===== config.mk =====
export PLATFORM = sky130hd
export DESIGN_NAME = amsf_fault_unit
export DESIGN_NICKNAME = d
export VERILOG_FILES = /design/src/hw/amsf_pkg.sv /design/src/hw/amsf_elem_prio.sv /design/src/hw/amsf_fault_unit.sv
export SDC_FILE = /design/constraint.sdc
export NUM_CORES = 1
export LEC_CHECK = 0
export BUFFER_PORTS_ARGS = -buffer_cell sky130_fd_sc_hd__buf_2
export CORE_AREA = 2 2 128 130
export CTS_CLUSTER_DIAMETER = 40
export DETAILED_ROUTE_END_ITERATION = 16
export DIE_AREA = 0 0 130 132
export GPL_ROUTABILITY_DRIVEN = 0
export PLACE_DENSITY = 0.73
export SLEW_MARGIN = 20
export SYNTH_ARGS = -nofsm -noshare
export SYNTH_HDL_FRONTEND = slang
export SYNTH_SLANG_ARGS = --single-unit
export TNS_END_PERCENT = 5

===== constraint.sdc =====
create_clock -name i_core_clk -period 3.1 [get_ports i_core_clk]
set_clock_uncertainty 0.2 [all_clocks]
set_input_delay 0 -clock i_core_clk [delete_from_list [all_inputs] [get_ports i_core_clk]]
set_output_delay 0 -clock i_core_clk [all_outputs]
set_load 0.05 [all_outputs]

===== src/hw/amsf_pkg.sv =====
// amsf_pkg: shared constants and types for the alignment, machine-check and simd fault unit
package amsf_pkg;

  // exception vectors
  localparam logic [7:0] VEC_ALIGN = 8'h11;
  localparam logic [7:0] VEC_MCHECK = 8'h12;
  localparam logic [7:0] VEC_SIMD = 8'h13;
  localparam logic [7:0] VEC_GEN_PROT = 8'h0d;
  localparam logic [7:0] VEC_BAD_OPCODE = 8'h06;

  localparam logic [1:0] USER_PRIV = 2'h3;
  localparam logic [31:0] ERR_CODE_ZERO = 32'h0000_0000;

  // operand size classes seen by the alignment check
  typedef enum logic [2:0] {
    AMSF_SZ_BYTE = 3'h0,
    AMSF_SZ_WORD = 3'h1,
    AMSF_SZ_DWORD = 3'h2,
    AMSF_SZ_QWORD = 3'h3,
    AMSF_SZ_DQWORD = 3'h4,
    AMSF_SZ_FXSTATE = 3'h5
  } amsf_size_t;

  // low address bits that must be zero for each natural boundary
  localparam logic [3:0] AMASK_WORD = 4'h1;
  localparam logic [3:0] AMASK_DWORD = 4'h3;
  localparam logic [3:0] AMASK_QWORD = 4'h7;
  localparam logic [3:0] AMASK_DQWORD = 4'hf;

  // per-element condition inputs
  localparam int COND_W = 8;
  localparam int COND_SIGNALING_NAN = 0;
  localparam int COND_QUIET_NAN = 1;
  localparam int COND_INV = 2;
  localparam int COND_DIVZ = 3;
  localparam int COND_DENORM = 4;
  localparam int COND_OVF = 5;
  localparam int COND_UNF = 6;
  localparam int COND_INEX = 7;

  // flag and mask bit positions of the simd control/status state
  localparam int FLG_W = 6;
  localparam int FLG_INV = 0;
  localparam int FLG_DIVZ = 1;
  localparam int FLG_DENORM = 2;
  localparam int FLG_OVF = 3;
  localparam int FLG_UNF = 4;
  localparam int FLG_INEX = 5;
  localparam logic [5:0] SIMD_MASK_RST = 6'h3f;
  localparam logic [5:0] SIMD_FLAG_RST = 6'h00;

  // machine-check control state
  typedef enum logic [2:0] {
    AMSF_MC_RUN = 3'b001,
    AMSF_MC_LATCHED = 3'b010,
    AMSF_MC_SHUT = 3'b100
  } amsf_mc_state_t;

endpackage : amsf_pkg


===== src/hw/amsf_elem_prio.sv =====
// amsf_elem_prio: priority resolution of numeric conditions for one packed element
module amsf_elem_prio
  import amsf_pkg::*;
(
  // conditions found in this element, and current masks
  input wire logic [COND_W-1:0] i_cond,
  input wire logic [FLG_W-1:0] i_mask,
  // reported flags and whether any of them is unmasked
  output logic [FLG_W-1:0] o_flags,
  output logic o_unmasked,
  output logic o_quiet_nan_res
);

  logic stop;

  // walk from highest to lowest priority; a masked report lets lower ones through
  always_comb begin
    o_flags = '0;
    o_quiet_nan_res = 1'b0;
    stop = 1'b0;
    if (i_cond[COND_SIGNALING_NAN]) begin // RULE22
      o_flags[FLG_INV] = 1'b1;
      stop = ~i_mask[FLG_INV];
    end
    if (!stop && i_cond[COND_QUIET_NAN]) begin // RULE23
      o_quiet_nan_res = 1'b1;
      stop = 1'b1;
    end
    if (!stop && i_cond[COND_INV]) begin
      o_flags[FLG_INV] = 1'b1;
      stop = ~i_mask[FLG_INV];
    end else if (!stop && i_cond[COND_DIVZ]) begin
      o_flags[FLG_DIVZ] = 1'b1;
      stop = ~i_mask[FLG_DIVZ];
    end
    if (!stop && i_cond[COND_DENORM]) begin // RULE24
      o_flags[FLG_DENORM] = 1'b1;
      stop = ~i_mask[FLG_DENORM];
    end
    // an unmasked pre-computation condition means the arithmetic never ran
    if (!stop && i_cond[COND_OVF]) begin // RULE15
      o_flags[FLG_OVF] = 1'b1;
      stop = ~i_mask[FLG_OVF];
    end else if (!stop && i_cond[COND_UNF]) begin
      o_flags[FLG_UNF] = 1'b1;
      stop = ~i_mask[FLG_UNF];
    end
    if (!stop && i_cond[COND_INEX]) begin
      o_flags[FLG_INEX] = 1'b1;
    end
  end

  assign o_unmasked = |(o_flags & ~i_mask); // RULE17

endmodule : amsf_elem_prio


===== src/hw/amsf_fault_unit.sv =====
// amsf_fault_unit: alignment-check, machine-check and simd numeric fault logic
//
// Operation
// RULE1 - vectors 17, 18, 19 for the three faults
// RULE2 - checking needs mask bit, flag, privilege 3
// RULE3 - natural boundaries 2, 4, 8 bytes
// RULE4 - alignment fault only at privilege 3
// RULE5 - implicit privilege 0 references never fault
// RULE6 - misaligned state image: alignment or protection fault
// RULE7 - unaligned moves: no protection fault, alignment checked
// RULE8 - alignment error code zero, pointer names instruction
// RULE9 - faulting instruction has no effect
// RULE10 - bus error pin loads state, raises machine check
// RULE11 - machine check is abort, no error code
// RULE12 - machine check disabled means shutdown
// RULE13 - pointer valid bit when pointer tied to error
// RULE14 - six sticky flags and six masks
// RULE15 - pre-computation conditions before post-computation ones
// RULE16 - masked condition: flag, default result, continue
// RULE17 - unmasked with os support raises simd fault
// RULE18 - unmasked without os support raises bad opcode
// RULE19 - simd faults precise, never left pending
// RULE20 - clearing a mask never raises a fault
// RULE21 - every element evaluated and reported separately
// RULE22 - one condition per element by priority
// RULE23 - quiet nan outranks lower conditions
// RULE24 - masked higher condition lets lower one report
module amsf_fault_unit
  import amsf_pkg::*;
#(
  parameter int ADDR_W = 32,
  parameter int IP_W = 32,
  parameter int SEG_W = 16,
  parameter int ELEMS = 4,
  parameter int MC_INFO_W = 32,
  parameter bit FXS_USE_ALIGN = 1'b1
) (
  // clock and reset
  input wire logic i_core_clk,
  input wire logic i_nrst,
  // privilege and control state
  input wire logic i_align_mask_bit,
  input wire logic i_proc_flags_ac,
  input wire logic [1:0] i_current_priv_level,
  input wire logic i_mcheck_enable,
  input wire logic i_os_simd_fault_support,
  // faulting instruction identity
  input wire logic [IP_W-1:0] i_instr_pointer,
  input wire logic [SEG_W-1:0] i_code_seg,
  // data reference from the pipeline
  input wire logic i_mem_req,
  input wire logic [ADDR_W-1:0] i_mem_addr,
  input wire amsf_size_t i_mem_size,
  input wire logic i_mem_implicit,
  input wire logic i_mem_unaligned_ok,
  output logic o_mem_inhibit,
  // machine-check sources
  input wire logic i_bus_init_err_n,
  input wire logic i_mcheck_err_n,
  input wire logic i_mcheck_pin_en,
  input wire logic i_int_mcheck,
  input wire logic [MC_INFO_W-1:0] i_mc_info,
  input wire logic i_mc_ptr_assoc,
  input wire logic i_mc_status_clr,
  // machine-check state
  output logic o_mc_valid,
  output logic [MC_INFO_W-1:0] o_mc_info,
  output logic o_saved_ptr_valid,
  output logic [2:0] o_mc_source,
  output logic o_shutdown,
  // simd numeric request and control/status state
  input wire logic i_simd_req,
  input wire logic i_simd_two_elems,
  input wire logic [ELEMS*COND_W-1:0] i_simd_cond,
  input wire logic i_simd_mask_wr,
  input wire logic [FLG_W-1:0] i_simd_mask_data,
  input wire logic [FLG_W-1:0] i_simd_flag_clr,
  output logic [FLG_W-1:0] o_simd_flags,
  output logic [FLG_W-1:0] o_simd_masks,
  output logic o_simd_default_res,
  output logic [ELEMS-1:0] o_simd_quiet_nan_res,
  // fault delivery
  output logic o_fault,
  output logic [7:0] o_fault_vec,
  output logic o_fault_abort,
  output logic o_fault_err_valid,
  output logic [31:0] o_fault_err_code,
  output logic [IP_W-1:0] o_fault_ip,
  output logic [SEG_W-1:0] o_fault_cs
);

  localparam int HALF = ELEMS / 2;

  amsf_mc_state_t mc_state;
  amsf_mc_state_t next_mc_state;
  logic check_on;
  logic align_hit;
  logic gprot_hit;
  logic [3:0] low_addr;
  logic [1:0] pin_sync1;
  logic [1:0] pin_sync2;
  logic [1:0] pin_prev;
  logic [1:0] pin_evt;
  logic mc_evt;
  logic [FLG_W-1:0] elem_flags [ELEMS];
  logic [ELEMS-1:0] elem_unmasked;
  logic [ELEMS-1:0] elem_quiet_nan;
  logic [ELEMS-1:0] elem_active;
  logic [FLG_W-1:0] simd_set;
  logic simd_unmasked;
  logic next_fault;
  logic [7:0] next_vec;
  logic next_abort;
  logic next_err_valid;

  // ---------------- alignment check ----------------
  assign low_addr = i_mem_addr[3:0];
  assign check_on = i_align_mask_bit & i_proc_flags_ac // RULE2
    & (i_current_priv_level == USER_PRIV) // RULE4
    & ~i_mem_implicit; // RULE5

  always_comb begin
    align_hit = 1'b0;
    gprot_hit = 1'b0;
    case (i_mem_size)
      AMSF_SZ_WORD: align_hit = check_on & |(low_addr & AMASK_WORD); // RULE3
      AMSF_SZ_DWORD: align_hit = check_on & |(low_addr & AMASK_DWORD);
      AMSF_SZ_QWORD: align_hit = check_on & |(low_addr & AMASK_QWORD);
      AMSF_SZ_DQWORD: begin
        // unaligned moves skip the 16-byte demand but keep the 8-byte check
        if (i_mem_unaligned_ok) begin
          align_hit = check_on & |(low_addr & AMASK_QWORD); // RULE7
        end else begin
          gprot_hit = |(low_addr & AMASK_DQWORD);
        end
      end
      AMSF_SZ_FXSTATE: begin
        // which fault a misaligned image takes depends on FXS_USE_ALIGN and on whether alignment checking is on
        if (check_on && FXS_USE_ALIGN) begin
          align_hit = |(low_addr & AMASK_DQWORD); // RULE6
        end else begin
          gprot_hit = |(low_addr & AMASK_DQWORD);
        end
      end
      default: align_hit = 1'b0;
    endcase
  end

  // combinational so the pipeline can squash the access in the same cycle
  assign o_mem_inhibit = i_mem_req & (align_hit | gprot_hit); // RULE9

  // ---------------- machine check ----------------
  always_ff @(posedge i_core_clk) begin
    if (!i_nrst) begin
      pin_sync1 <= 2'h3;
      pin_sync2 <= 2'h3;
      pin_prev <= 2'h3;
    end else begin
      pin_sync1 <= {i_bus_init_err_n, i_mcheck_err_n};
      pin_sync2 <= pin_sync1;
      pin_prev <= pin_sync2;
    end
  end

  // falling edge of each pin is one event, so a held pin does not re-fire
  assign pin_evt = {2{i_mcheck_pin_en}} & ~pin_sync2 & pin_prev; // RULE10
  assign mc_evt = (|pin_evt) | i_int_mcheck;

  always_comb begin
    next_mc_state = mc_state;
    case (mc_state)
      AMSF_MC_RUN: begin
        if (mc_evt) begin
          next_mc_state = i_mcheck_enable ? AMSF_MC_LATCHED : AMSF_MC_SHUT; // RULE12
        end
      end
      AMSF_MC_LATCHED: begin
        if (mc_evt && !i_mcheck_enable) begin
          next_mc_state = AMSF_MC_SHUT;
        end else if (i_mc_status_clr && !mc_evt) begin
          next_mc_state = AMSF_MC_RUN;
        end
      end
      AMSF_MC_SHUT: next_mc_state = AMSF_MC_SHUT;
      default: next_mc_state = AMSF_MC_SHUT;
    endcase
  end

  always_ff @(posedge i_core_clk) begin
    if (!i_nrst) begin
      mc_state <= AMSF_MC_RUN;
    end else begin
      mc_state <= next_mc_state;
    end
  end

  assign o_shutdown = (mc_state == AMSF_MC_SHUT);

  // error details stay here; the fault itself carries none
  always_ff @(posedge i_core_clk) begin
    if (!i_nrst) begin
      o_mc_valid <= 1'b0;
      o_mc_info <= '0;
      o_saved_ptr_valid <= 1'b0;
      o_mc_source <= 3'h0;
    end else if (mc_evt) begin
      o_mc_valid <= 1'b1; // RULE10
      o_mc_info <= i_mc_info; // RULE11
      o_saved_ptr_valid <= i_mc_ptr_assoc; // RULE13
      o_mc_source <= {i_int_mcheck, pin_evt};
    end else if (i_mc_status_clr) begin
      o_mc_valid <= 1'b0;
      o_saved_ptr_valid <= 1'b0;
    end
  end

  // ---------------- simd numeric conditions ----------------
  genvar e;
  generate
    for (e = 0; e < ELEMS; e++) begin : g_elem
      assign elem_active[e] = i_simd_req & (!i_simd_two_elems || e < HALF);
      amsf_elem_prio u_prio (
        .i_cond(i_simd_cond[e*COND_W +: COND_W]),
        .i_mask(o_simd_masks),
        .o_flags(elem_flags[e]),
        .o_unmasked(elem_unmasked[e]),
        .o_quiet_nan_res(elem_quiet_nan[e])
      );
    end
  endgenerate

  // each element reports independently; flags merge across elements
  always_comb begin
    simd_set = '0;
    for (int k = 0; k < ELEMS; k++) begin
      if (elem_active[k]) begin
        simd_set = simd_set | elem_flags[k]; // RULE21
      end
    end
  end

  assign simd_unmasked = |(elem_unmasked & elem_active);

  always_ff @(posedge i_core_clk) begin
    if (!i_nrst) begin
      o_simd_flags <= SIMD_FLAG_RST;
    end else begin
      // a new condition wins over a clear in the same cycle
      o_simd_flags <= (o_simd_flags & ~i_simd_flag_clr) | simd_set; // RULE14
    end
  end

  // a mask write only changes masks; it never starts a fault on old flags
  always_ff @(posedge i_core_clk) begin
    if (!i_nrst) begin
      o_simd_masks <= SIMD_MASK_RST;
    end else if (i_simd_mask_wr) begin
      o_simd_masks <= i_simd_mask_data; // RULE20
    end
  end

  always_ff @(posedge i_core_clk) begin
    if (!i_nrst) begin
      o_simd_default_res <= 1'b0;
      o_simd_quiet_nan_res <= '0;
    end else begin
      o_simd_default_res <= (|simd_set) & ~simd_unmasked; // RULE16
      o_simd_quiet_nan_res <= elem_quiet_nan & elem_active;
    end
  end

  // ---------------- fault selection ----------------
  // machine check outranks the data reference, which outranks simd
  always_comb begin
    next_fault = 1'b0;
    next_vec = VEC_ALIGN;
    next_abort = 1'b0;
    next_err_valid = 1'b0;
    if (mc_evt && i_mcheck_enable && mc_state != AMSF_MC_SHUT) begin
      next_fault = 1'b1;
      next_vec = VEC_MCHECK; // RULE1
      next_abort = 1'b1; // RULE11
    end else if (i_mem_req && align_hit) begin
      next_fault = 1'b1;
      next_vec = VEC_ALIGN;
      next_err_valid = 1'b1; // RULE8
    end else if (i_mem_req && gprot_hit) begin
      next_fault = 1'b1;
      next_vec = VEC_GEN_PROT;
      next_err_valid = 1'b1;
    end else if (i_simd_req && simd_unmasked) begin // RULE19
      next_fault = 1'b1;
      next_vec = i_os_simd_fault_support ? VEC_SIMD : VEC_BAD_OPCODE; // RULE17 RULE18
    end
    if (mc_state == AMSF_MC_SHUT || next_mc_state == AMSF_MC_SHUT) begin
      next_fault = 1'b0;
    end
  end

  always_ff @(posedge i_core_clk) begin
    if (!i_nrst) begin
      o_fault <= 1'b0;
      o_fault_vec <= VEC_ALIGN;
      o_fault_abort <= 1'b0;
      o_fault_err_valid <= 1'b0;
      o_fault_err_code <= ERR_CODE_ZERO;
      o_fault_ip <= '0;
      o_fault_cs <= '0;
    end else begin
      o_fault <= next_fault;
      o_fault_vec <= next_vec;
      o_fault_abort <= next_abort;
      o_fault_err_valid <= next_err_valid;
      o_fault_err_code <= ERR_CODE_ZERO;
      if (next_fault) begin
        o_fault_ip <= i_instr_pointer; // RULE8
        o_fault_cs <= i_code_seg;
      end
    end
  end
endmodule : amsf_fault_unit


==> results.md, run 1 <==
* Outcome: finished clean
* P_sw at 1.52 mW
* Total grt overflow at 0
* Number of enable-type register cells in the synthesized netlist at 0
* Portion of the post-synthesis area used by sequential elements at 45.6%
* Most common cell after layout, fill and taps aside: sky130_fd_sc_hd__buf_2
* Most used cells in the layout excluding fill and tap cells: sky130_fd_sc_hd__buf_2 (261), sky130_fd_sc_hd__nand2_1 (176), sky130_fd_sc_hd__dlygate4sd3_1 (152)
* Routing usage on met3 at 6.41%
* Dominant cells by area after synthesis: sky130_fd_sc_hd__dfxtp_1 (46%), sky130_fd_sc_hd__nand2_1 (13%), sky130_fd_sc_hd__mux2i_1 (10%)
* Width of the chip at 130 um
* Final-layout worst hold slack at about 0.022 ns
* Clock buffer depth at 2
* Routed length per placed instance at approximately 14 um
* Antenna violations before repair at 0
* Most area-hungry cell type in the Yosys netlist: sky130_fd_sc_hd__dfxtp_1
* Classification of the worst-slack hold path: in2reg
* Die outline height at 132 um
* Launching element type of the critical path: flip-flop
* Final layout net count at 1,208
* # setup viols final at 0
* Number of DRC markers in iteration 0 at 180
* Flop and latch count out of synthesis at 119
* Dpl cells at 1,072
* Final antenna-violating net count at 0
* Post-layout minimum cycle time at 2.89 ns
* Count of port buffers added during placement at 262
* Sequential share of power at 35.5%
* Area taken by flip-flops and latches at 2380 um2
* Clock transition at the registers of the reported paths at 0.06 ns
* Row count at 46
* Vias post-DR at approximately 6k
* Count of unresolved DRC violations after routing at 0
* Number of standard cells after synthesis at 614
* Via density per instance at 4.66
* Ys async rst share at 0%
* Layout Area Growth over Synthesis at 69.5%
* Clock network power share at 40.5%
* Number of pins with negative max-slew slack in the final report at 0
* Overall fraction of global-route tracks in use at about a fifth
* Deepest level of the CTS H-tree at 4
* Switching power share of the total at 32.4%
* Wire length of the first global-routing pass at roughly 27,000 um
* Max-cap check violation count at 0
* Total inserted antenna cells at 0
* Clock latency on the worst-skew pair at between 0.4 and 0.5 ns
* Global routing met2 resource utilization at 36.0%
* Achievable frequency at approximately 350 MHz
* Transition time of the tightest slew-check pin at 0.597 ns
* Pre-CTS setup slack at 0.0898 ns
* Area inside the core boundary at 15,700 um2
* Pin count of the biggest net entering global routing at 64
* Average footprint of a synthesized cell at 8.51 um2
* Power density cells at roughly 530 nW/um2
* Top Ports at around 330
* IR drop worst, VDD at 358 uV
* Synthesis Warnings at 0
* WP data required at 3.25 ns
* Cts bufs inserted at 17
* Met1 routing resource usage after global routing at 21.9%
* Cell-internal power at 3.18 mW
* Final instance area at 8850 um2
* Fill cell total of the finished layout at 1,344
* Effective utilization at floorplan at 33.2%
* Post-route worst setup slack at 0.212 ns
* Worst setup EP type: flip-flop
* Final clock period utilization by the worst path at 93.2%
* Die area at 17,200 um2
* GRT Max-Usage Layer: met2
* Clock root buffer master: sky130_fd_sc_hd__clkbuf_16
* Count of clock tree sinks at 119
* Via count of the first global-routing pass at around 5.7k
* Total Routed Length at 18,200 um
* Final Non-Filler Cells at 1,258
* Synth top area share at between 40% and 50%
* TritonCTS clock tree: built
* Gate power share at 24.0%
* Area of combinational cells with multiple inputs at 2550 um2
* Layout cell share with drive strength beyond 1 at 31.2%
* Top FF cell, synth: sky130_fd_sc_hd__dfxtp_1
* Distinct cell type count of the synthesized netlist at 48
* HPWL reported at the end of detailed placement at 10,600 um
* Final number of hold-violating endpoints at 0
* Static leakage power at 4.13 nW
* Rel. slew slack at 60.2%
* Netlist area before placement at between 5000 and 6000 um2
* Worst Setup Path Type: reg2reg
* Highest fanout seen on the critical path at 11
* Total cell area at the placement stage at ~6700 um2
* Data arrival, critical path at 3.04 ns
* Number of detailed-routing iterations run before antenna repair at 5
-- through the flow --
stage               total power [mW]  TNS, ns  util, %
floorplan                       2.40        0        -
global route                    4.90  -0.0246     56.3
CTS                             4.71        0     55.9
global placement                2.63        0     42.6
detailed placement              2.64        0     42.6
finish                          4.71        0     56.3
-- final timing paths --
kind | from | cells past startpoint | end | slack, ns
setup reg to reg | o_simd_masks[0]$_SDFFE_PN1P_ | 10 | o_fault_vec[2]$_SDFF_PP0_ | 0.21
hold / removal | i_simd_cond[6] | 6 | o_simd_default_res$_SDFF_PN0_ | 0.02
setup / recovery | o_simd_masks[0]$_SDFFE_PN1P_ | 10 | o_fault_vec[2]$_SDFF_PP0_ | 0.21
hold reg to reg | pin_sync1[0]$_SDFF_PN1_ | 1 | pin_sync2[0]$_SDFF_PN1_ | 0.21
-- per-layer routing --
metal,wire length [um],share of wire [%],vias to the layer above
met5,0,0,-
met4,405,2.2,0
met3,1290,7.1,38
met2,9250,51,254
met1,7220,40,2729
li1,-,-,2835
-- critical path, cell delays in order (launching register included) --
cell,delay [ns]
sky130_fd_sc_hd__dfxtp_2,0.42
sky130_fd_sc_hd__o21ba_1,0.20
sky130_fd_sc_hd__a2111oi_2,0.41
sky130_fd_sc_hd__buf_4,0.20
sky130_fd_sc_hd__nor2b_1,0.12
sky130_fd_sc_hd__a211o_1,0.10
sky130_fd_sc_hd__o31ai_1,0.08
sky130_fd_sc_hd__buf_4,0.16
sky130_fd_sc_hd__and2_1,0.16
sky130_fd_sc_hd__o31ai_1,0.21
sky130_fd_sc_hd__dlygate4sd3_1,0.56
-- power by group through the flow --
stage / Clock [mW] / Sequential, mW / Combinational [mW]
after floorplan: 0 / 2.00 / 0.400
after global placement: 0 / 1.70 / 0.936
after detailed placement: 0 / 1.70 / 0.943
after CTS: 1.95 / 1.67 / 1.10
after global routing: 2.03 / 1.68 / 1.19
final: 1.91 / 1.67 / 1.13
-- state kept, by name, summed over array words and instances, names as in the netlist, 2 cells and up --
register and cells:
mc_state 3, o_fault_cs 16, o_fault_ip 32, o_fault_vec 5, o_mc_info 32, o_mc_source 3, o_simd_flags 6, o_simd_masks 6
o_simd_quiet_nan_res 4, pin_prev 2, pin_sync1 2, pin_sync2 2
-- cell families after synthesis --
group	after synthesis	synth area share (%)
simple gates	259	22.2
compound gates	101	13.2
other cells	1	0.0718
flops	119	45.6
buf+inv	82	8.94
mux	52	9.97
-- Yosys cell counts, types with 3 or more instances --
cell                        number
sky130_fd_sc_hd__nor3b_1         7
sky130_fd_sc_hd__a21oi_1        46
sky130_fd_sc_hd__inv_1          13
sky130_fd_sc_hd__nand3b_1        8
sky130_fd_sc_hd__o21ba_1         4
sky130_fd_sc_hd__o31ai_1         3
sky130_fd_sc_hd__a2111oi_2       4
sky130_fd_sc_hd__nor3_1          8
sky130_fd_sc_hd__nor2_1         16
sky130_fd_sc_hd__nor2b_1         5
sky130_fd_sc_hd__dfxtp_1       119
sky130_fd_sc_hd__buf_4          38
sky130_fd_sc_hd__o211ai_1        4
sky130_fd_sc_hd__nand2_1       176
sky130_fd_sc_hd__mux2i_1        52
sky130_fd_sc_hd__clkbuf_1       27
sky130_fd_sc_hd__a22oi_1        10
sky130_fd_sc_hd__nand2b_1       19
sky130_fd_sc_hd__or2_2           3
sky130_fd_sc_hd__o21ai_0         7
sky130_fd_sc_hd__and2_1          5
sky130_fd_sc_hd__o22ai_1         3
-- timing repair --
item | CTS | global route
hold endpoints to repair | 119 | 0
hold buffers | 152 | 0
gates resized for setup | 0 | 7
setup buffers | 0 | 2
endpoints found under the setup margin | 0 | 49
-- layout make-up --
class                      count  area share, %
timing repair buffer         430           34.1
multi-input combinational    447           28.8
sequential                   119           26.9
clock buffer                  19           5.12
tap                          216           3.05
clock inverter                13           1.34
inverter                      14          0.594
Note: power is estimated with default switching activity, not from simulation.
==> inputs of run 2 (changes only) <==
- PLACE_DENSITY: 0.73 -> not set
- PLACE_DENSITY_LB_ADDON: not set -> 0.25
==> results.md, run 2 (synthesized netlist as in run 1, its figures left out) <==
* Outcome: finished clean
* Switching power share of the total at about a third
* Slowest stage delay, CP at approximately 0.5 ns
* Clock latency on the worst-skew pair at 0.41 ns
* Launching element type of the critical path: flip-flop
* Area inside the core boundary at ~16,000 um2
* Routed length per placed instance at 12.9 um
* Row count at 46
* Count of port buffers added during placement at between 200 and 300
* Die outline height at 132 um
* Classification of the worst-slack hold path: in2reg
* TritonCTS clock tree: built
* Final number of hold-violating endpoints at 0
* Count of unresolved DRC violations after routing at 0
* Final clock period utilization by the worst path at 96.4%
* Max-cap check violation count at 0
* Highest fanout seen on the critical path at 38
* Total Routed Length at 16,200 um
* Worst setup EP type: flip-flop
* Crit path buffers/inverters at 1
* Static leakage power at 4.12 nW
* Hold Path Cell Cnt at 5
* Clock buffer depth at 2
* Clock transition at the registers of the reported paths at approximately 0.060 ns
* Slowest stage cell on the critical path: sky130_fd_sc_hd__dfxtp_1
* Layout cell share with drive strength beyond 1 at 30.5%
* Via count of the first global-routing pass at 5,451
* Sequential share of power at between 30% and 40%
* Vias post-DR at 5,601
* Achievable frequency at approximately 330 MHz
* Cell-by-cell listing of the critical path: o21ba_1 > a2111oi_2 > a32o_1 > a22oi_1 > or2_1 > a41oi_4 > buf_12 > mux2i_1
* Total grt overflow at 0
* Number of cells on the worst reg-to-reg path at 8
* Setup fix buffers added after clock tree synthesis at 0
* Area taken by flip-flops and latches at 2380 um2
* Top Ports at approximately 330
* Total cell area at the placement stage at around 6600 um2
* Final antenna-violating net count at 0
* P_sw at approximately 1.5 mW
* Transition time of the tightest slew-check pin at 0.673 ns
* Deepest level of the CTS H-tree at 4
* Gate power share at 23.0%
* Most used cells in the layout excluding fill and tap cells: sky130_fd_sc_hd__buf_2 (261), sky130_fd_sc_hd__nand2_1 (176), sky130_fd_sc_hd__dlygate4sd3_1 (155)
* Number of pins with negative max-slew slack in the final report at 0
* Wire length of the first global-routing pass at 25,200 um
* Overall fraction of global-route tracks in use at a little under a fifth
* Width of the chip at 130 um
* Layout Area Growth over Synthesis at 68.3%
* Cts bufs inserted at 17
* Power density cells at 541 nW/um2
* Pre-CTS setup slack at 0.141 ns
* Effective utilization at floorplan at 33.2%
* Unrepaired setup endpoints after global routing: true
* Cell-internal power at 3.24 mW
* WP data required at 3.23 ns
* Number of detailed-routing iterations run before antenna repair at 4
* Via density per instance at roughly 4.5
* Worst Setup Path Type: reg2reg
* Area of combinational cells with multiple inputs at 2520 um2
* Post-layout minimum cycle time at 2.99 ns
* Top flop regs: o_fault_ip (32), o_mc_info (32), o_fault_cs (16)
* Fill cell total of the finished layout at 1,385
* Pin count of the biggest net entering global routing at 67
* Clock network power share at a little over two fifths
* Most common cell after layout, fill and taps aside: sky130_fd_sc_hd__buf_2
* CP delay by family, top: compound AO/OA/AOI/OAI gates
* Post-route worst setup slack at between 0.1 and 0.15 ns
* Number of DRC markers in iteration 0 at 135
* Count of clock tree sinks at 119
* Data arrival, critical path at between 3 and 4 ns
* Antenna violations before repair at 0
* Final layout net count at 1,207
* IR drop worst, VDD at roughly 330 uV
* Total inserted antenna cells at 0
* Die area at 17,200 um2
* # setup viols final at 0
* Final instance area at 8790 um2
* Crit path depth at 8
* HPWL reported at the end of detailed placement at 10,400 um
* Clock root buffer master: sky130_fd_sc_hd__clkbuf_16
* Rel. slew slack at a little under three fifths
==> run 2: power by group through the flow <==
| stage | Sequential [mW] | Combinational, mW | Clock, mW |
|---|---|---|---|
| after floorplan | 2.00 | 0.400 | 0 |
| after global placement | 1.70 | 0.930 | 0 |
| after detailed placement | 1.70 | 0.933 | 0 |
| after CTS | 1.67 | 1.09 | 2.03 |
| after global routing | 1.68 | 1.16 | 2.11 |
| final | 1.67 | 1.09 | 2.00 |
==> run 2: final cells by class <==
| class | instances | area share (%) |
|---|---|---|
| Inverter | 14 | 0.598 |
| Tap cell | 216 | 3.07 |
| Sequential cell | 119 | 27.1 |
| Clock buffer | 18 | 5.00 |
| Clock inverter | 14 | 1.82 |
| Multi-Input combinational cell | 447 | 28.6 |
| Timing Repair Buffer | 429 | 33.8 |
==> run 2: worst register-to-register path, stage by stage (launching register included) <==
cell	delay, ns
sky130_fd_sc_hd__dfxtp_1	0.51
sky130_fd_sc_hd__o21ba_1	0.22
sky130_fd_sc_hd__a2111oi_2	0.50
sky130_fd_sc_hd__a32o_1	0.21
sky130_fd_sc_hd__a22oi_1	0.09
sky130_fd_sc_hd__or2_1	0.31
sky130_fd_sc_hd__a41oi_4	0.29
sky130_fd_sc_hd__buf_12	0.30
sky130_fd_sc_hd__mux2i_1	0.29
==> run 2: metal layers <==
metal	share of wire [%]	GRT usage [%]	wire length, um	vias up
met5	0	0	0	-
met4	1.6	6.39	257	0
met3	7.2	6.01	1180	22
met2	49	31.8	7930	210
met1	42	20.7	6880	2532
li1	-	-	-	2837
==> run 2: final timing paths <==
check | slack [ns] | endpoint | startpoint
worst max-delay path | 0.11 | o_fault_cs[6]$_SDFFE_PN0P_ | o_simd_masks[0]$_SDFFE_PN1P_
worst min-delay path | 0.02 | o_fault_err_valid$_SDFF_PP0_ | i_mem_addr[3]
worst max register to register | 0.11 | o_fault_cs[6]$_SDFFE_PN0P_ | o_simd_masks[0]$_SDFFE_PN1P_
worst min register to register | 0.20 | pin_sync2[1]$_SDFF_PN1_ | pin_sync1[1]$_SDFF_PN1_
==> run 2: stage by stage <==
| step | power (mW) | TNS [ns] | hold WS (ns) | instances | util (%) |
|---|---|---|---|---|---|
| 4_1_cts | 4.79 | 0 | 0.000491 | 1257 | 55.9 |
| 3_5_place_dp | 2.63 | 0 | -0.0142 | 1070 | 42.2 |
| 2_1_floorplan | 2.40 | 0 | -0.0992 | 648 | - |
| 3_3_place_gp | 2.63 | 0 | -0.0162 | 1070 | 42.2 |
| 5_1_grt | 4.95 | -0.193 | 0.0364 | 1257 | 55.9 |
| 6_report | 4.76 | 0 | 0.0244 | 1257 | 55.9 |
==> run 2: timing repair <==
item,in CTS,in global routing
endpoints found under the hold margin,118,0
gates resized for setup,0,1
hold buffers,155,0
endpoints found under the setup margin,0,11
==> inputs of run 3 (changes only) <==
- CORE_AREA: 2 2 128 130 -> 2 2 126 128
- CTS_BUF_LIST: not set -> sky130_fd_sc_hd__clkbuf_8
- DIE_AREA: 0 0 130 132 -> 0 0 128 130
==> results.md, run 3 (synthesized netlist as in run 1, its figures left out) <==
* Total inserted antenna cells at 0
* Layout cell share with drive strength beyond 1 at 31.0%
* Row count at between 40 and 50
* Setup fix buffers added after clock tree synthesis at 0
* IR drop worst, VDD at ~260 uV
* Most common cell after layout, fill and taps aside: sky130_fd_sc_hd__buf_2
* Final antenna-violating net count at 0
* Area taken by flip-flops and latches at roughly 2400 um2
* Clock transition at the registers of the reported paths at 0.08 ns
* Area inside the core boundary at 15,400 um2
* Unrepaired setup endpoints after global routing: false
* Count of port buffers added during placement at 262
* Total Routed Length at 16,000 um
* Top Ports at approximately 330
* Static leakage power at 4.03 nW
* Reg2Reg Setup Slack at 0.22 ns
* Vias post-DR at 5,601
* WP data required at approximately 3.2 ns
* Most used cells in the layout excluding fill and tap cells: sky130_fd_sc_hd__buf_2 (261), sky130_fd_sc_hd__nand2_1 (176), sky130_fd_sc_hd__dlygate4sd3_1 (151)
* Final layout net count at 1,205
* TritonCTS clock tree: built
* Outcome: finished clean
* Layout Area Growth over Synthesis at 64.0%
* Launching element type of the critical path: flip-flop
* Data arrival, critical path at 3.01 ns
* Via count of the first global-routing pass at slightly above 5k
* Post-layout minimum cycle time at approximately 2.9 ns
* Via density per instance at ~4.5
* Fill cell total of the finished layout at 1,401
* Count of clock tree sinks at about 120
* Dpl cells at 1,048
* Rel. slew slack at 50.4%
* Transition time of the tightest slew-check pin at 0.744 ns
* Area of combinational cells with multiple inputs at 2550 um2
* Final number of hold-violating endpoints at 0
* End of the worst register-to-register path: o_fault_vec[2]$_SDFF_PP0_
* Core Util, Final at 55.5%
* Reg-to-Reg Start: o_simd_masks[0]$_SDFFE_PN1P_
* Highest fanout seen on the critical path at 8
* Die outline height at 130 um
* Setup tns final at 0 ns
* Clock root buffer master: sky130_fd_sc_hd__clkbuf_8
* HPWL reported at the end of detailed placement at 10,700 um
* Final Non-Filler Cells at around 1.2k
* Origin of the worst setup path: o_simd_masks[0]$_SDFFE_PN1P_
* Final clock period utilization by the worst path at between 90 and 100%
* Final-layout worst hold slack at 0.0682 ns
* Number of pins with negative max-slew slack in the final report at 0
* Classification of the worst-slack hold path: in2reg
* Worst Setup Path Type: reg2reg
* Count of unresolved DRC violations after routing at 0
* Achievable frequency at 347 MHz
* Routed length per placed instance at around 13 um
* Cts bufs inserted at 17
* # setup viols final at 0
* Antenna violations before repair at 0
* Clock latency on the worst-skew pair at 0.43 ns
* Clock buffer depth at 2
* Top flop regs: o_fault_ip (32), o_mc_info (32), o_fault_cs (16)
* Width of the chip at 128 um
* Max-cap check violation count at 0
* Deepest level of the CTS H-tree at 4
* Number of detailed-routing iterations run before antenna repair at 4
* Power density cells at 485 nW/um2
* Number of DRC markers in iteration 0 at 173
* Effective utilization at floorplan at 33.9%
* Overall fraction of global-route tracks in use at 18.4%
* Timing endpoint of the critical path: o_fault_vec[2]$_SDFF_PP0_
* Die area at 16,600 um2
* Number of cells on the worst reg-to-reg path at 10
* Total grt overflow at 0
* Wire length of the first global-routing pass at 24,500 um
* Worst setup EP type: flip-flop
* Pin count of the biggest net entering global routing at 83
-- run 3: cell count changes in the layout (fill, tap and decap cells not counted), sizes merged --
cell | before | now
buf | 274 | 276
bufinv | 2 | 1
clkinv | 4 | 5
dlygate4sd3 | 155 | 151
-- run 3: worst min path at each step --
stage,startpoint,end,slack (ns),cells past startpoint
final,i_simd_cond[14],o_simd_default_res$_SDFF_PN0_,0.07,6
after CTS,i_simd_cond[14],o_simd_default_res$_SDFF_PN0_,0.03,6
after floorplan,i_os_simd_fault_support,o_fault_vec[2]$_SDFF_PP0_,-0.1,1
after global routing,i_simd_cond[14],o_simd_default_res$_SDFF_PN0_,0.08,6
after global placement,i_mcheck_err_n,pin_sync1[0]$_SDFF_PN1_,-0.02,2
after detailed placement,i_bus_init_err_n,pin_sync1[1]$_SDFF_PN1_,-0.01,2
-- run 3: power breakdown --
part	total, mW	internal (mW)	switching [mW]	leakage, nW
registers	1.66	1.62	0.0446	0.975
clock network	1.39	0.676	0.715	0.197
logic	1.10	0.397	0.701	2.86
total	4.15	2.69	1.46	4.03
-- run 3: layout make-up --
type / count / area share [%]
timing repair buffer: 427 / 34.5
clock buffer: 18 / 2.89
inverter: 14 / 0.613
sequential: 119 / 27.8
multi-input combinational: 447 / 29.7
tap: 192 / 2.80
clock inverter: 14 / 1.61
-- run 3: per-stage QoR --
stage	power (mW)	area (um2)	worst slack (ns)
after global routing	4.35	8570	0.0161
after CTS	4.20	8530	0.112
after detailed placement	2.64	6630	0.177
final	4.15	8570	0.216
after floorplan	2.40	5350	0.149
after global placement	2.63	6630	0.246
-- run 3: what timing repair did --
item | 4_1_cts | 5_1_grt
hold buffers | 151 | 0
setup endpoints to repair | 0 | 23
endpoints found under the hold margin | 118 | 0
gates resized for setup | 0 | 6
-- run 3: routing by layer --
| metal | wire length, um | track usage (%) | vias up |
|---|---|---|---|
| met2 | 7390 | 30.4 | 227 |
| met3 | 1150 | 5.33 | 12 |
| li1 | - | - | 2835 |
| met5 | 0 | 0 | - |
| met4 | 159 | 6.40 | 0 |
| met1 | 7280 | 23.0 | 2527 |
-- run 3: worst max-delay path: stages (launching register included) --
cell	delay (ns)
sky130_fd_sc_hd__dfxtp_2	0.36
sky130_fd_sc_hd__buf_4	0.15
sky130_fd_sc_hd__nand2b_1	0.14
sky130_fd_sc_hd__a22oi_1	0.24
sky130_fd_sc_hd__a21oi_1	0.13
sky130_fd_sc_hd__a211o_1	0.29
sky130_fd_sc_hd__o31ai_1	0.25
sky130_fd_sc_hd__buf_4	0.17
sky130_fd_sc_hd__and2_1	0.20
sky130_fd_sc_hd__o31ai_1	0.09
sky130_fd_sc_hd__dlygate4sd3_1	0.55
